==> src/hdl/gpx_pkg.sv <==
// Constants, field layout and codes shared by the GPIO port design
`default_nettype none

package gpx_pkg;

  ////////////////////////////////////////////////////////////////////////
  // Register map, byte addresses on a 32-bit Avalon-MM slave
  localparam int ADDR_W = 5;
  localparam int DATA_W = 32;
  localparam int REG_W = 8;
  localparam logic [ADDR_W-1:0] OFF_PORT_DATA = 5'h00;
  localparam logic [ADDR_W-1:0] OFF_PORT_DIRECTION = 5'h04;
  localparam logic [ADDR_W-1:0] OFF_PORT_OPTION = 5'h08;
  localparam logic [ADDR_W-1:0] OFF_SENSE_CFG = 5'h0C;

  // Reset values
  localparam logic [REG_W-1:0] RST_PORT_DATA = 8'h00;
  localparam logic [REG_W-1:0] RST_PORT_DIRECTION = 8'h00;
  localparam logic [REG_W-1:0] RST_PORT_OPTION = 8'h00;
  localparam logic [REG_W-1:0] RST_SENSE_CFG = 8'h00;

  ////////////////////////////////////////////////////////////////////////
  // Sense configuration fields
  localparam int SNS_B_HI = 7;
  localparam int SNS_B_LO = 6;
  localparam int SNS_B_INV = 5;
  localparam int SNS_A_HI = 4;
  localparam int SNS_A_LO = 3;
  localparam int SNS_A_INV = 2;
  localparam logic [REG_W-1:0] SENSE_CFG_MASK = 8'hFC;

  // Sense codes
  localparam logic [1:0] SENSE_LOW_FALL = 2'h0;
  localparam logic [1:0] SENSE_RISE = 2'h1;
  localparam logic [1:0] SENSE_FALL = 2'h2;
  localparam logic [1:0] SENSE_BOTH = 2'h3;

  // Interrupt groups: index 0 is group A, index 1 is group B
  localparam int GRP_COUNT = 2;
  localparam int GRP_A = 0;
  localparam int GRP_B = 1;

  // Bus handshake states
  typedef enum logic [1:0] {
    GPX_BUS_IDLE = 2'b01,
    GPX_BUS_ACK = 2'b10
  } gpx_bus_state_t;

endpackage : gpx_pkg

`default_nettype wire

==> src/hdl/gpx_port.sv <==
// GPIO port with alternate functions and external interrupt requests
`default_nettype none

module gpx_port
  import gpx_pkg::*;
#(
  parameter int PIN_COUNT = 8,
  parameter logic [7:0] IRQ_PIN_MASK = 8'hFF,
  parameter logic [7:0] IRQ_PULLUP_MASK = 8'hFF,
  parameter logic [7:0] GROUP_A_MASK = 8'h0F,
  parameter logic [7:0] GROUP_B_MASK = 8'hF0
)
(
  // Clock and reset
  input wire logic clk_in,
  input wire logic reset_n_in,
  // Avalon-MM register slave
  input wire logic [ADDR_W-1:0] avs_address_in,
  input wire logic avs_read_in,
  input wire logic avs_write_in,
  input wire logic [DATA_W-1:0] avs_writedata_in,
  input wire logic [3:0] avs_byteenable_in,
  output logic [DATA_W-1:0] avs_readdata_out,
  output logic avs_waitrequest_out,
  // Pads
  input wire logic [PIN_COUNT-1:0] pad_in,
  output logic [PIN_COUNT-1:0] pad_out,
  output logic [PIN_COUNT-1:0] pad_oe_out,
  output logic [PIN_COUNT-1:0] pull_up_en_out,
  // Peripheral alternate functions
  input wire logic [PIN_COUNT-1:0] alt_out_en_in,
  input wire logic [PIN_COUNT-1:0] alt_out_in,
  input wire logic [PIN_COUNT-1:0] alt_open_drain_in,
  output logic [PIN_COUNT-1:0] alt_in_out,
  // External interrupt requests and vector fetch acknowledges
  input wire logic [GRP_COUNT-1:0] irq_ack_in,
  output logic [GRP_COUNT-1:0] irq_req_out
);

  ////////////////////////////////////////////////////////////////////////
  // Parameter check

  generate
    if (PIN_COUNT < 1 || PIN_COUNT > REG_W)
    begin : g_bad_width
      $error("gpx_port: PIN_COUNT must be 1 to 8");
    end
  endgenerate

  ////////////////////////////////////////////////////////////////////////
  // Declarations

  gpx_bus_state_t bus_state;
  logic bus_req;
  logic bus_take;
  logic wr_take;
  logic byte0_en;
  logic [PIN_COUNT-1:0] port_data;
  logic [PIN_COUNT-1:0] port_direction;
  logic [PIN_COUNT-1:0] port_option;
  logic [1:0] group_a_sense_code;
  logic [1:0] group_b_sense_code;
  logic port_a_polarity_invert;
  logic port_b_polarity_invert;
  logic [PIN_COUNT-1:0] pin_sync;
  logic [PIN_COUNT-1:0] pin_prev;
  logic [PIN_COUNT-1:0] irq_enable;
  logic [PIN_COUNT-1:0] read_view;
  logic [PIN_COUNT-1:0] next_pad_out;
  logic [PIN_COUNT-1:0] next_pad_oe;
  logic [PIN_COUNT-1:0] next_pull_up;
  logic [REG_W-1:0] next_readdata;
  logic [REG_W-1:0] sense_cfg_view;
  logic [GRP_COUNT-1:0] group_event;
  logic [GRP_COUNT-1:0] cfg_change;
  logic [REG_W-1:0] wdata;
  logic [PIN_COUNT-1:0] grp_a_pins;
  logic [PIN_COUNT-1:0] grp_b_pins;

  assign wdata = avs_writedata_in[REG_W-1:0];
  assign grp_a_pins = GROUP_A_MASK[PIN_COUNT-1:0];
  assign grp_b_pins = GROUP_B_MASK[PIN_COUNT-1:0];

  ////////////////////////////////////////////////////////////////////////
  // Avalon-MM handshake: one wait state for every access

  assign bus_req = avs_read_in | avs_write_in;
  assign avs_waitrequest_out = bus_req && (bus_state == GPX_BUS_IDLE);
  assign bus_take = bus_req && (bus_state == GPX_BUS_ACK);
  assign byte0_en = avs_byteenable_in[0];
  assign wr_take = bus_take && avs_write_in && byte0_en;

  always_ff @(posedge clk_in)
  begin
    if (!reset_n_in)
    begin
      bus_state <= GPX_BUS_IDLE;
    end
    else
    begin
      case (bus_state)
        GPX_BUS_IDLE:
        begin
          if (bus_req)
          begin
            bus_state <= GPX_BUS_ACK;
          end
        end
        GPX_BUS_ACK: bus_state <= GPX_BUS_IDLE;
        default: bus_state <= GPX_BUS_IDLE;
      endcase
    end
  end

  ////////////////////////////////////////////////////////////////////////
  // Port registers

  // Latch always takes the write; input pins simply ignore it
  always_ff @(posedge clk_in)
  begin
    if (!reset_n_in)
    begin
      port_data <= RST_PORT_DATA[PIN_COUNT-1:0];
      port_direction <= RST_PORT_DIRECTION[PIN_COUNT-1:0];
      port_option <= RST_PORT_OPTION[PIN_COUNT-1:0];
    end
    else if (wr_take)
    begin
      case (avs_address_in)
        OFF_PORT_DATA: port_data <= wdata[PIN_COUNT-1:0];
        OFF_PORT_DIRECTION: port_direction <= wdata[PIN_COUNT-1:0];
        OFF_PORT_OPTION: port_option <= wdata[PIN_COUNT-1:0];
        default: port_data <= port_data;
      endcase
    end
  end

  // Sense configuration
  always_ff @(posedge clk_in)
  begin
    if (!reset_n_in)
    begin
      group_b_sense_code <= RST_SENSE_CFG[SNS_B_HI:SNS_B_LO];
      port_b_polarity_invert <= RST_SENSE_CFG[SNS_B_INV];
      group_a_sense_code <= RST_SENSE_CFG[SNS_A_HI:SNS_A_LO];
      port_a_polarity_invert <= RST_SENSE_CFG[SNS_A_INV];
    end
    else if (wr_take && avs_address_in == OFF_SENSE_CFG)
    begin
      group_b_sense_code <= wdata[SNS_B_HI:SNS_B_LO];
      port_b_polarity_invert <= wdata[SNS_B_INV];
      group_a_sense_code <= wdata[SNS_A_HI:SNS_A_LO];
      port_a_polarity_invert <= wdata[SNS_A_INV];
    end
  end

  always_comb
  begin
    sense_cfg_view = '0;
    sense_cfg_view[SNS_B_HI:SNS_B_LO] = group_b_sense_code;
    sense_cfg_view[SNS_B_INV] = port_b_polarity_invert;
    sense_cfg_view[SNS_A_HI:SNS_A_LO] = group_a_sense_code;
    sense_cfg_view[SNS_A_INV] = port_a_polarity_invert;
  end

  // A write that alters a group's sense fields cancels its request
  always_comb
  begin
    cfg_change = '0;
    if (wr_take && avs_address_in == OFF_SENSE_CFG)
    begin
      cfg_change[GRP_A] = (wdata[SNS_A_HI:SNS_A_INV]
        != sense_cfg_view[SNS_A_HI:SNS_A_INV]);
      cfg_change[GRP_B] = (wdata[SNS_B_HI:SNS_B_INV]
        != sense_cfg_view[SNS_B_HI:SNS_B_INV]);
    end
  end

  ////////////////////////////////////////////////////////////////////////
  // Read data, latched in the wait cycle so it stands at acceptance

  always_comb
  begin
    next_readdata = '0;
    case (avs_address_in)
      OFF_PORT_DATA: next_readdata[PIN_COUNT-1:0] = read_view;
      OFF_PORT_DIRECTION: next_readdata[PIN_COUNT-1:0] = port_direction;
      OFF_PORT_OPTION: next_readdata[PIN_COUNT-1:0] = port_option;
      OFF_SENSE_CFG: next_readdata = sense_cfg_view & SENSE_CFG_MASK;
      default: next_readdata = '0;
    endcase
  end

  always_ff @(posedge clk_in)
  begin
    if (!reset_n_in)
    begin
      avs_readdata_out <= '0;
    end
    else if (avs_read_in && bus_state == GPX_BUS_IDLE)
    begin
      avs_readdata_out <= {{(DATA_W-REG_W){1'b0}}, next_readdata};
    end
  end

  ////////////////////////////////////////////////////////////////////////
  // Pin input path

  gpx_sync #(
    .WIDTH(PIN_COUNT)
  ) u_pin_sync (
    .clk_in(clk_in),
    .reset_n_in(reset_n_in),
    .async_in(pad_in),
    .sync_out(pin_sync)
  );

  always_ff @(posedge clk_in)
  begin
    if (!reset_n_in)
    begin
      pin_prev <= '0;
    end
    else
    begin
      pin_prev <= pin_sync;
    end
  end

  ////////////////////////////////////////////////////////////////////////
  // Per-pin configuration decode

  genvar gi;
  generate
    for (gi = 0; gi < PIN_COUNT; gi++)
    begin : g_pin
      logic is_out;
      logic alt_drv;
      assign is_out = port_direction[gi];
      assign alt_drv = alt_out_en_in[gi];
      // Peripheral output forces drive in its own style
      assign next_pad_out[gi] = alt_drv ? alt_out_in[gi]
        : (is_out && port_option[gi] && port_data[gi]);
      assign next_pad_oe[gi] = alt_drv
        ? (!alt_open_drain_in[gi] || !alt_out_in[gi])
        : (is_out && (port_option[gi] || !port_data[gi]));
      // Interrupt pins without pull-up float on option set
      assign next_pull_up[gi] = !alt_drv && !is_out && port_option[gi]
        && (!IRQ_PIN_MASK[gi] || IRQ_PULLUP_MASK[gi]);
      // Alternate output must not feed the interrupt logic
      assign irq_enable[gi] = IRQ_PIN_MASK[gi] && !alt_drv
        && !is_out && port_option[gi];
      assign read_view[gi] = is_out ? port_data[gi]
        : (alt_drv ? alt_out_in[gi] : pin_sync[gi]);
    end
  endgenerate

  // Data outputs leave from flip-flops
  always_ff @(posedge clk_in)
  begin
    if (!reset_n_in)
    begin
      pad_out <= '0;
      pad_oe_out <= '0;
      pull_up_en_out <= '0;
      alt_in_out <= '0;
    end
    else
    begin
      pad_out <= next_pad_out;
      pad_oe_out <= next_pad_oe;
      pull_up_en_out <= next_pull_up;
      alt_in_out <= pin_sync;
    end
  end

  ////////////////////////////////////////////////////////////////////////
  // External interrupt groups

  gpx_sense #(
    .WIDTH(PIN_COUNT)
  ) u_sense_a (
    .level_in(pin_sync),
    .prev_in(pin_prev),
    .enable_in(irq_enable & grp_a_pins),
    .code_in(group_a_sense_code),
    .invert_in(port_a_polarity_invert),
    .event_out(group_event[GRP_A])
  );

  gpx_sense #(
    .WIDTH(PIN_COUNT)
  ) u_sense_b (
    .level_in(pin_sync),
    .prev_in(pin_prev),
    .enable_in(irq_enable & grp_b_pins),
    .code_in(group_b_sense_code),
    .invert_in(port_b_polarity_invert),
    .event_out(group_event[GRP_B])
  );

  // Hidden request latch: discard beats event, event beats fetch
  always_ff @(posedge clk_in)
  begin
    if (!reset_n_in)
    begin
      irq_req_out <= '0;
    end
    else
    begin
      for (int g = 0; g < GRP_COUNT; g++)
      begin
        if (cfg_change[g])
          irq_req_out[g] <= 1'b0;
        else if (group_event[g])
          irq_req_out[g] <= 1'b1;
        else if (irq_ack_in[g])
          irq_req_out[g] <= 1'b0;
      end
    end
  end
endmodule // gpx_port

`default_nettype wire

==> src/hdl/gpx_sync.sv <==
// Two-stage synchroniser for the pin levels
`default_nettype none

module gpx_sync
  import gpx_pkg::*;
#(
  parameter int WIDTH = 8
)
(
  // Clock and reset
  input wire logic clk_in,
  input wire logic reset_n_in,
  // Asynchronous levels in, synchronous levels out
  input wire logic [WIDTH-1:0] async_in,
  output logic [WIDTH-1:0] sync_out
);

  logic [WIDTH-1:0] stage_one;

  // First stage feeds only the second stage
  always_ff @(posedge clk_in)
  begin
    if (!reset_n_in)
    begin
      stage_one <= '0;
      sync_out <= '0;
    end
    else
    begin
      stage_one <= async_in;
      sync_out <= stage_one;
    end
  end

endmodule // gpx_sync

`default_nettype wire

==> src/hdl/gpx_sense.sv <==
// Sensitivity qualifier for one external interrupt group
`default_nettype none

module gpx_sense
  import gpx_pkg::*;
#(
  parameter int WIDTH = 8
)
(
  // Synchronised level now and one cycle earlier
  input wire logic [WIDTH-1:0] level_in,
  input wire logic [WIDTH-1:0] prev_in,
  // Pins of this group enabled as interrupt sources
  input wire logic [WIDTH-1:0] enable_in,
  // Group sensitivity
  input wire logic [1:0] code_in,
  input wire logic invert_in,
  // Qualified and ORed event
  output logic event_out
);

  logic [WIDTH-1:0] now_lvl;
  logic [WIDTH-1:0] old_lvl;
  logic [WIDTH-1:0] hit;

  // Inversion swaps rising with falling and low with high
  assign now_lvl = invert_in ? ~level_in : level_in;
  assign old_lvl = invert_in ? ~prev_in : prev_in;

  always_comb
  begin
    case (code_in)
      SENSE_LOW_FALL: hit = ~now_lvl;
      SENSE_RISE: hit = now_lvl & ~old_lvl;
      SENSE_FALL: hit = ~now_lvl & old_lvl;
      SENSE_BOTH: hit = now_lvl ^ old_lvl;
      default: hit = '0;
    endcase
  end

  // Each pin qualified first, then combined
  assign event_out = |(hit & enable_in);

endmodule // gpx_sense

`default_nettype wire

==> config.mk <==
export PLATFORM = sky130hd
export DESIGN_NAME = gpx_port
export DESIGN_NICKNAME = d
export VERILOG_FILES = /design/src/hdl/gpx_pkg.sv /design/src/hdl/gpx_port.sv /design/src/hdl/gpx_sync.sv /design/src/hdl/gpx_sense.sv
export SDC_FILE = /design/constraint.sdc
export NUM_CORES = 1
export LEC_CHECK = 0
export BUFFER_PORTS_ARGS = -buffer_cell sky130_fd_sc_hd__buf_2
export CORE_ASPECT_RATIO = 1.4
export CORE_UTILIZATION = 37
export DETAILED_ROUTE_END_ITERATION = 6
export REMOVE_ABC_BUFFERS = 1
export SLEW_MARGIN = 15
export SYNTH_ARGS = -nofsm -noshare
export SYNTH_HDL_FRONTEND = slang
export SYNTH_SLANG_ARGS = --single-unit
==> constraint.sdc <==
create_clock -name clk_in -period 3.65 [get_ports clk_in]
set_input_delay 0.73 -clock clk_in [delete_from_list [all_inputs] [get_ports clk_in]]
set_output_delay 0.73 -clock clk_in [all_outputs]
set_load 0.005 [all_outputs]
* Yosys cells after proc, flatten, opt, wreduce, memory -nomap -nowiden *
Cells that the tools add are included.

operators by class
  equal/unequal tests = 13
  muxes and demuxes = 44
  reductions and logical operators = 115
  bitwise gates (word level) = 16

operator list
  operator                                       number
  case mux 8 bit (4 select lines)                3
  inverter 8 bit                                 6
  logical AND 1 bit                              46
  AND 8 bit                                      5
  logical NOT 1 bit                              40
  2-to-1 mux 1 bit                               36
  2-to-1 mux 8 bit                               4
  logical OR 1 bit                               16
  OR reduction 8 bit                             2
  bitwise XOR 8 bit                              2
  == test 2 bit, second input constant           5
  == test 5 x 4 -> 1 bit, second input constant  2
  AND 8 x 4 -> 8 bit                             1
  AND reduction 2 bit                            4
  == test 2 x 1 -> 1 bit, second input constant  3
  != test 3 bit                                  2
  == test 5 x 3 -> 1 bit, second input constant  1
  logical NOT 5 bit                              1
  logical NOT 2 bit                              2
  nonzero test 2 bit                             2
  OR reduction 2 bit                             2
  2-to-1 mux 2 bit                               1
  inverter 1 bit                                 1
  OR 1 bit                                       1

word-level totals
  bits of input ports = 79
  output and inout bits = 67
  register bits after elaboration = 90

* Longest topological paths before layout *
  depth after elaboration = 8
  mapped depth = 8
  mapped depth without buffers = 7

* Modules after synthesis *
Synthesis repeated with hierarchy kept, for this count alone.

unflattened totals
  cells, all modules = 588
  area total of the unflattened synthesis = 5,255.0 um^2

by module, submodules not included
  module     cells an instance  instances  sequential area each (um^2)  area an instance (um^2)
  gpx_port   351                1          1,481.4                      3,304.4
  gpx_sense  102                2          0.0                          752.0
  gpx_sync   33                 1          320.3                        446.7

* Least setup slack after synthesis *
Ideal clock, no wire load.

  kind = in2reg
  start point = input avs_address_in[4]
  end point = register port_data[0]
  required time = 3.524 ns
  setup slack = 1.504 ns
  arrival = 2.020 ns
  stages on the path = 5
  cell sequence = or3_4 -> buf_6 -> nor4_4 -> mux2i_1 -> nor2_1

between the ends
  cells in the longest elaborated chain, start to end = 2

RTL lines
  element                        RTL line         source
  from (decl)                    gpx_port.sv:18   input wire logic [ADDR_W-1:0] avs_address_in,
  logical NOT 5 bit              gpx_port.sv:129  case (avs_address_in)
  AND reduction 2 bit (no line)  n/a
  to (signal assigned)           gpx_port.sv:123  port_data <= RST_PORT_DATA[PIN_COUNT-1:0];
  to (signal assigned)           gpx_port.sv:130  OFF_PORT_DATA: port_data <= wdata[PIN_COUNT-1:0];
  to (signal assigned)           gpx_port.sv:133  default: port_data <= port_data;
  to (decl)                      gpx_port.sv:58   logic [PIN_COUNT-1:0] port_data;

Every way passes these cells.
A chain may end at the register's enable or synchronous reset.

* Worst setup path in the final report *
  start point = input avs_address_in[2]
  end point = register port_direction[2]

between the ends
  cells in the longest elaborated chain, start to end = 2

RTL lines
  element                        RTL line         source
  == test 5 x 3 -> 1 bit         gpx_port.sv:129
  AND reduction 2 bit (no line)  n/a
  to (signal assigned)           gpx_port.sv:124  port_direction <= RST_PORT_DIRECTION[PIN_COUNT-1:0];
  to (signal assigned)           gpx_port.sv:131  OFF_PORT_DIRECTION: port_direction <= wdata[PIN_COUNT-1:0];
  to (decl)                      gpx_port.sv:59   logic [PIN_COUNT-1:0] port_direction;

Every way passes these cells.

==> flow_summary.toml <==
[run_status]
outcome = "finished, final reports clean"

[floorplanning]
dieArea_mm2 = 0.0123
die_w_um = 94.0
io_pins = 146
start_util = 0.383
die_h_um = 131
fp.coreArea_mm2 = 0.0115
row_count = 46

[power_and_ir_drop]
p_leak_nw = 2.26
peakVddDrop_v = 0.000221
powerDensity_mw_per_mm2 = 425

[timing]
setup_viol = 0
fin_crit_ns = 2.27
worst_pin_slew_ns = 0.691
slew_violations = 0
tns_ns = 0
finalCritPeriodShare = 0.623
rsz0062_at_grt = "false"
hold_viol_final = 0
hold_slack_ns = 0.432
clock_skew_ns = 0.00474
max_slew_margin = 0.538
setup_ws_ns = 1.38
max_freq_mhz = 440

[setup_path]
crit_buf_inv = 1
worstPathMaxFanout = 16
slowest_delay_ns = 0.56
r2r_start = "port_b_polarity_invert"
crit_family = "simple AND/OR/NAND/NOR gates"
crit_arrival_ns = 2.49
reg2reg_setup_slack_ns = 1.60
critPathCaptureType = "register"
cp-start-kind = "primary input"
cp.required_ns = 3.86
reg2reg_depth = 7
critPathSlowestCell = "or4b_4"
worstPathCellList = "buf_2, or4b_4, nor3_4, mux2i_1, nor2_1"
worstSetupPathType = "in2reg"
r2r-end = "irq_req_out[1]"

[detailed_routing]
wl_per_cell_um = 14.8
drt-pass1-iter-count = 4
drc = 0
dr_total_vias = 3568
drtIter0Drc = 158
drt_wl_total_um = 10600
ant_nets = 0
via_per_inst = 4.99

[global_route]
grt_max_degree = 39
antenna_found_initial = 0
grt_usage = 0.179
grt_pass1_vias = 3404
grt_pass1_wl_um = 16700
overflow = 0

[clocking]
cts_hold_buffers = 0
cts_tree = "built"
ctsRootBufferMaster = "clkbuf_16"
cts_buffers = 9
clk_pin_slew_ns = 0.06
clockBufferDepth = 2
clkLatencyLatePin_ns = 0.34
ctsResizeCount = 0
htreeDepth = 3
postCtsSetupBuffers = 0
cts.sinks = 90

[placement]
dpl_worst_slack_ns = 1.05
placed_area_mm2 = 0.00485
io_buffers = 94
place.gp.congestion = 0.761
dp_hpwl_um = 7640

[finish]
drive_above_1_share = 0.214
final_cell_area_mm2 = 0.00518
antennaDiodeCount = 0
area_growth_pct = 18.0
nets = 661

[yosys]
ys_ff_latch = 90
synth_mux_area_frac = 0.0798
ys_seq_area_frac = 0.411
synthAdderAreaFrac = 0.0456
yosys_warnings = 0
synthArstFlopShare = 0
syn_area_mm2 = 0.00439
synth_top_family_by_area = "simple AND/OR/NAND/NOR gates"
synth_simple_gate_area_share = 0.198
synth_xor_area_frac = 0.0439
synth_compound_area_frac = 0.134
ys_types = 45
synthCells = 482
synth-edff-count = 0
syn-mean-instance-area_um2 = 9.10
ys.flop_type = "dfxtp_1"

[hold_path]
whs_path_depth = 1
min-delay-start = "u_pin_sync.stage_one[4]"
hold_path.class = "reg2reg"
hold_end = "u_pin_sync.sync_out[4]"

[run]
drv_cap = 0
-- worst register-to-register path, delay by kind of cell, from the launching register on --
family | cells | cell delay (ns)
buf+inv | 1 | 0.07
fa+ha+maj | 1 | 0.28
flops | 1 | 0.72
xor+xnor | 1 | 0.28
simple gates | 1 | 0.15
compound gates | 3 | 0.48
-- worst max-delay path by stage --
stage	start	endpoint	slack (ns)	depth (start not counted)
after floorplan	avs_address_in[4]	port_b_polarity_invert	1.53	4
after global placement	avs_address_in[2]	irq_req_out[0]	1.05	5
after detailed placement	avs_address_in[2]	port_direction[5]	1.05	5
after CTS	avs_address_in[2]	port_direction[2]	1.39	5
after global routing	avs_address_in[2]	port_a_polarity_invert	1.31	5
final	avs_address_in[2]	port_direction[2]	1.38	5
-- stage by stage --
step / total power [W] / utilization / instances
after global placement: 0.00121 / 0.423 / 699
final: 0.00220 / 0.452 / 715
after CTS: 0.00222 / 0.452 / 715
after global routing: 0.00230 / 0.452 / 715
after detailed placement: 0.00121 / 0.423 / 699
after floorplan: 0.00112 / - / 458
-- cell usage after synthesis, types with 3 or more instances --
library cell	count	area share
a311oi_1	9	0.018
xor2_1	22	0.044
o311ai_0	5	0.010
nand2b_1	24	0.034
nor2_1	45	0.038
ha_1	16	0.046
nand2_1	25	0.021
mux2i_1	35	0.080
o211ai_1	4	0.0068
nand4b_1	8	0.016
a21oi_1	33	0.038
nor3b_1	5	0.0086
o21ai_0	18	0.021
buf_4	25	0.043
nor3_1	4	0.0046
a2bb2oi_1	5	0.010
buf_2	3	0.0034
inv_1	21	0.018
dfxtp_1	90	0.41
clkbuf_1	15	0.013
and2_1	30	0.043
a31oi_1	9	0.013
-- registers in the layout, indices dropped and copies added (netlist names), 2 cells and up --
name,flops
group_b_sense_code,2
group_a_sense_code,2
u_pin_sync.stage_one,8
pull_up_en_out,8
avs_readdata_out,8
bus_state,2
port_data,8
pad_oe_out,8
port_direction,8
pad_out,8
alt_in_out,8
port_option,8
u_pin_sync.sync_out,8
irq_req_out,2
-- routing by layer --
layer	up-vias	share of wire	wire (um)	GRT usage
li1	1769	-	-	-
met1	1681	0.41	4340	0.200
met2	103	0.53	5580	0.331
met3	15	0.045	473	0.0388
met4	0	0.019	197	0.0633
met5	-	0	0	0
-- kinds of logic after synthesis --
| kind of cell | after synthesis |
|---|---|
| other | 1 |
| xor gates and xnor gates | 22 |
| adders and majority gates | 16 |
| muxes | 35 |
| buffers and inverters | 70 |
| DFF | 90 |
| and+or+nand+nor | 154 |
| AOI/OAI and AO/OA | 94 |
-- cell type report --
class | instances | area (um2)
multi-input cells | 345 | 2290
clock inverters | 6 | 90.1
well taps | 144 | 180
fillers | 1199 | 6270
inverters | 23 | 86.3
repair buffers | 97 | 493
flip-flops and latches | 90 | 1800
clock buffers | 10 | 239
-- report_power, final --
| part | switching (W) | internal [W] |
|---|---|---|
| registers | 0.0000122 | 0.00101 |
| clock network | 0.000393 | 0.000620 |
| logic | 0.0000984 | 0.0000701 |
-- layout by cell type (no fill, tap or decap), drive strengths merged, types with 6 or more instances in the layout --
cell,instances
clkbuf,10
ha,16
nand4b,8
dfxtp,90
o21ai,20
nor2,45
nand2b,24
nand2,25
a311oi,9
a21oi,33
conb,24
inv,22
and2,30
xor2,22
mux2i,35
buf,97
nor3,6
a31oi,9
Note: power is estimated with default switching activity, not from simulation.
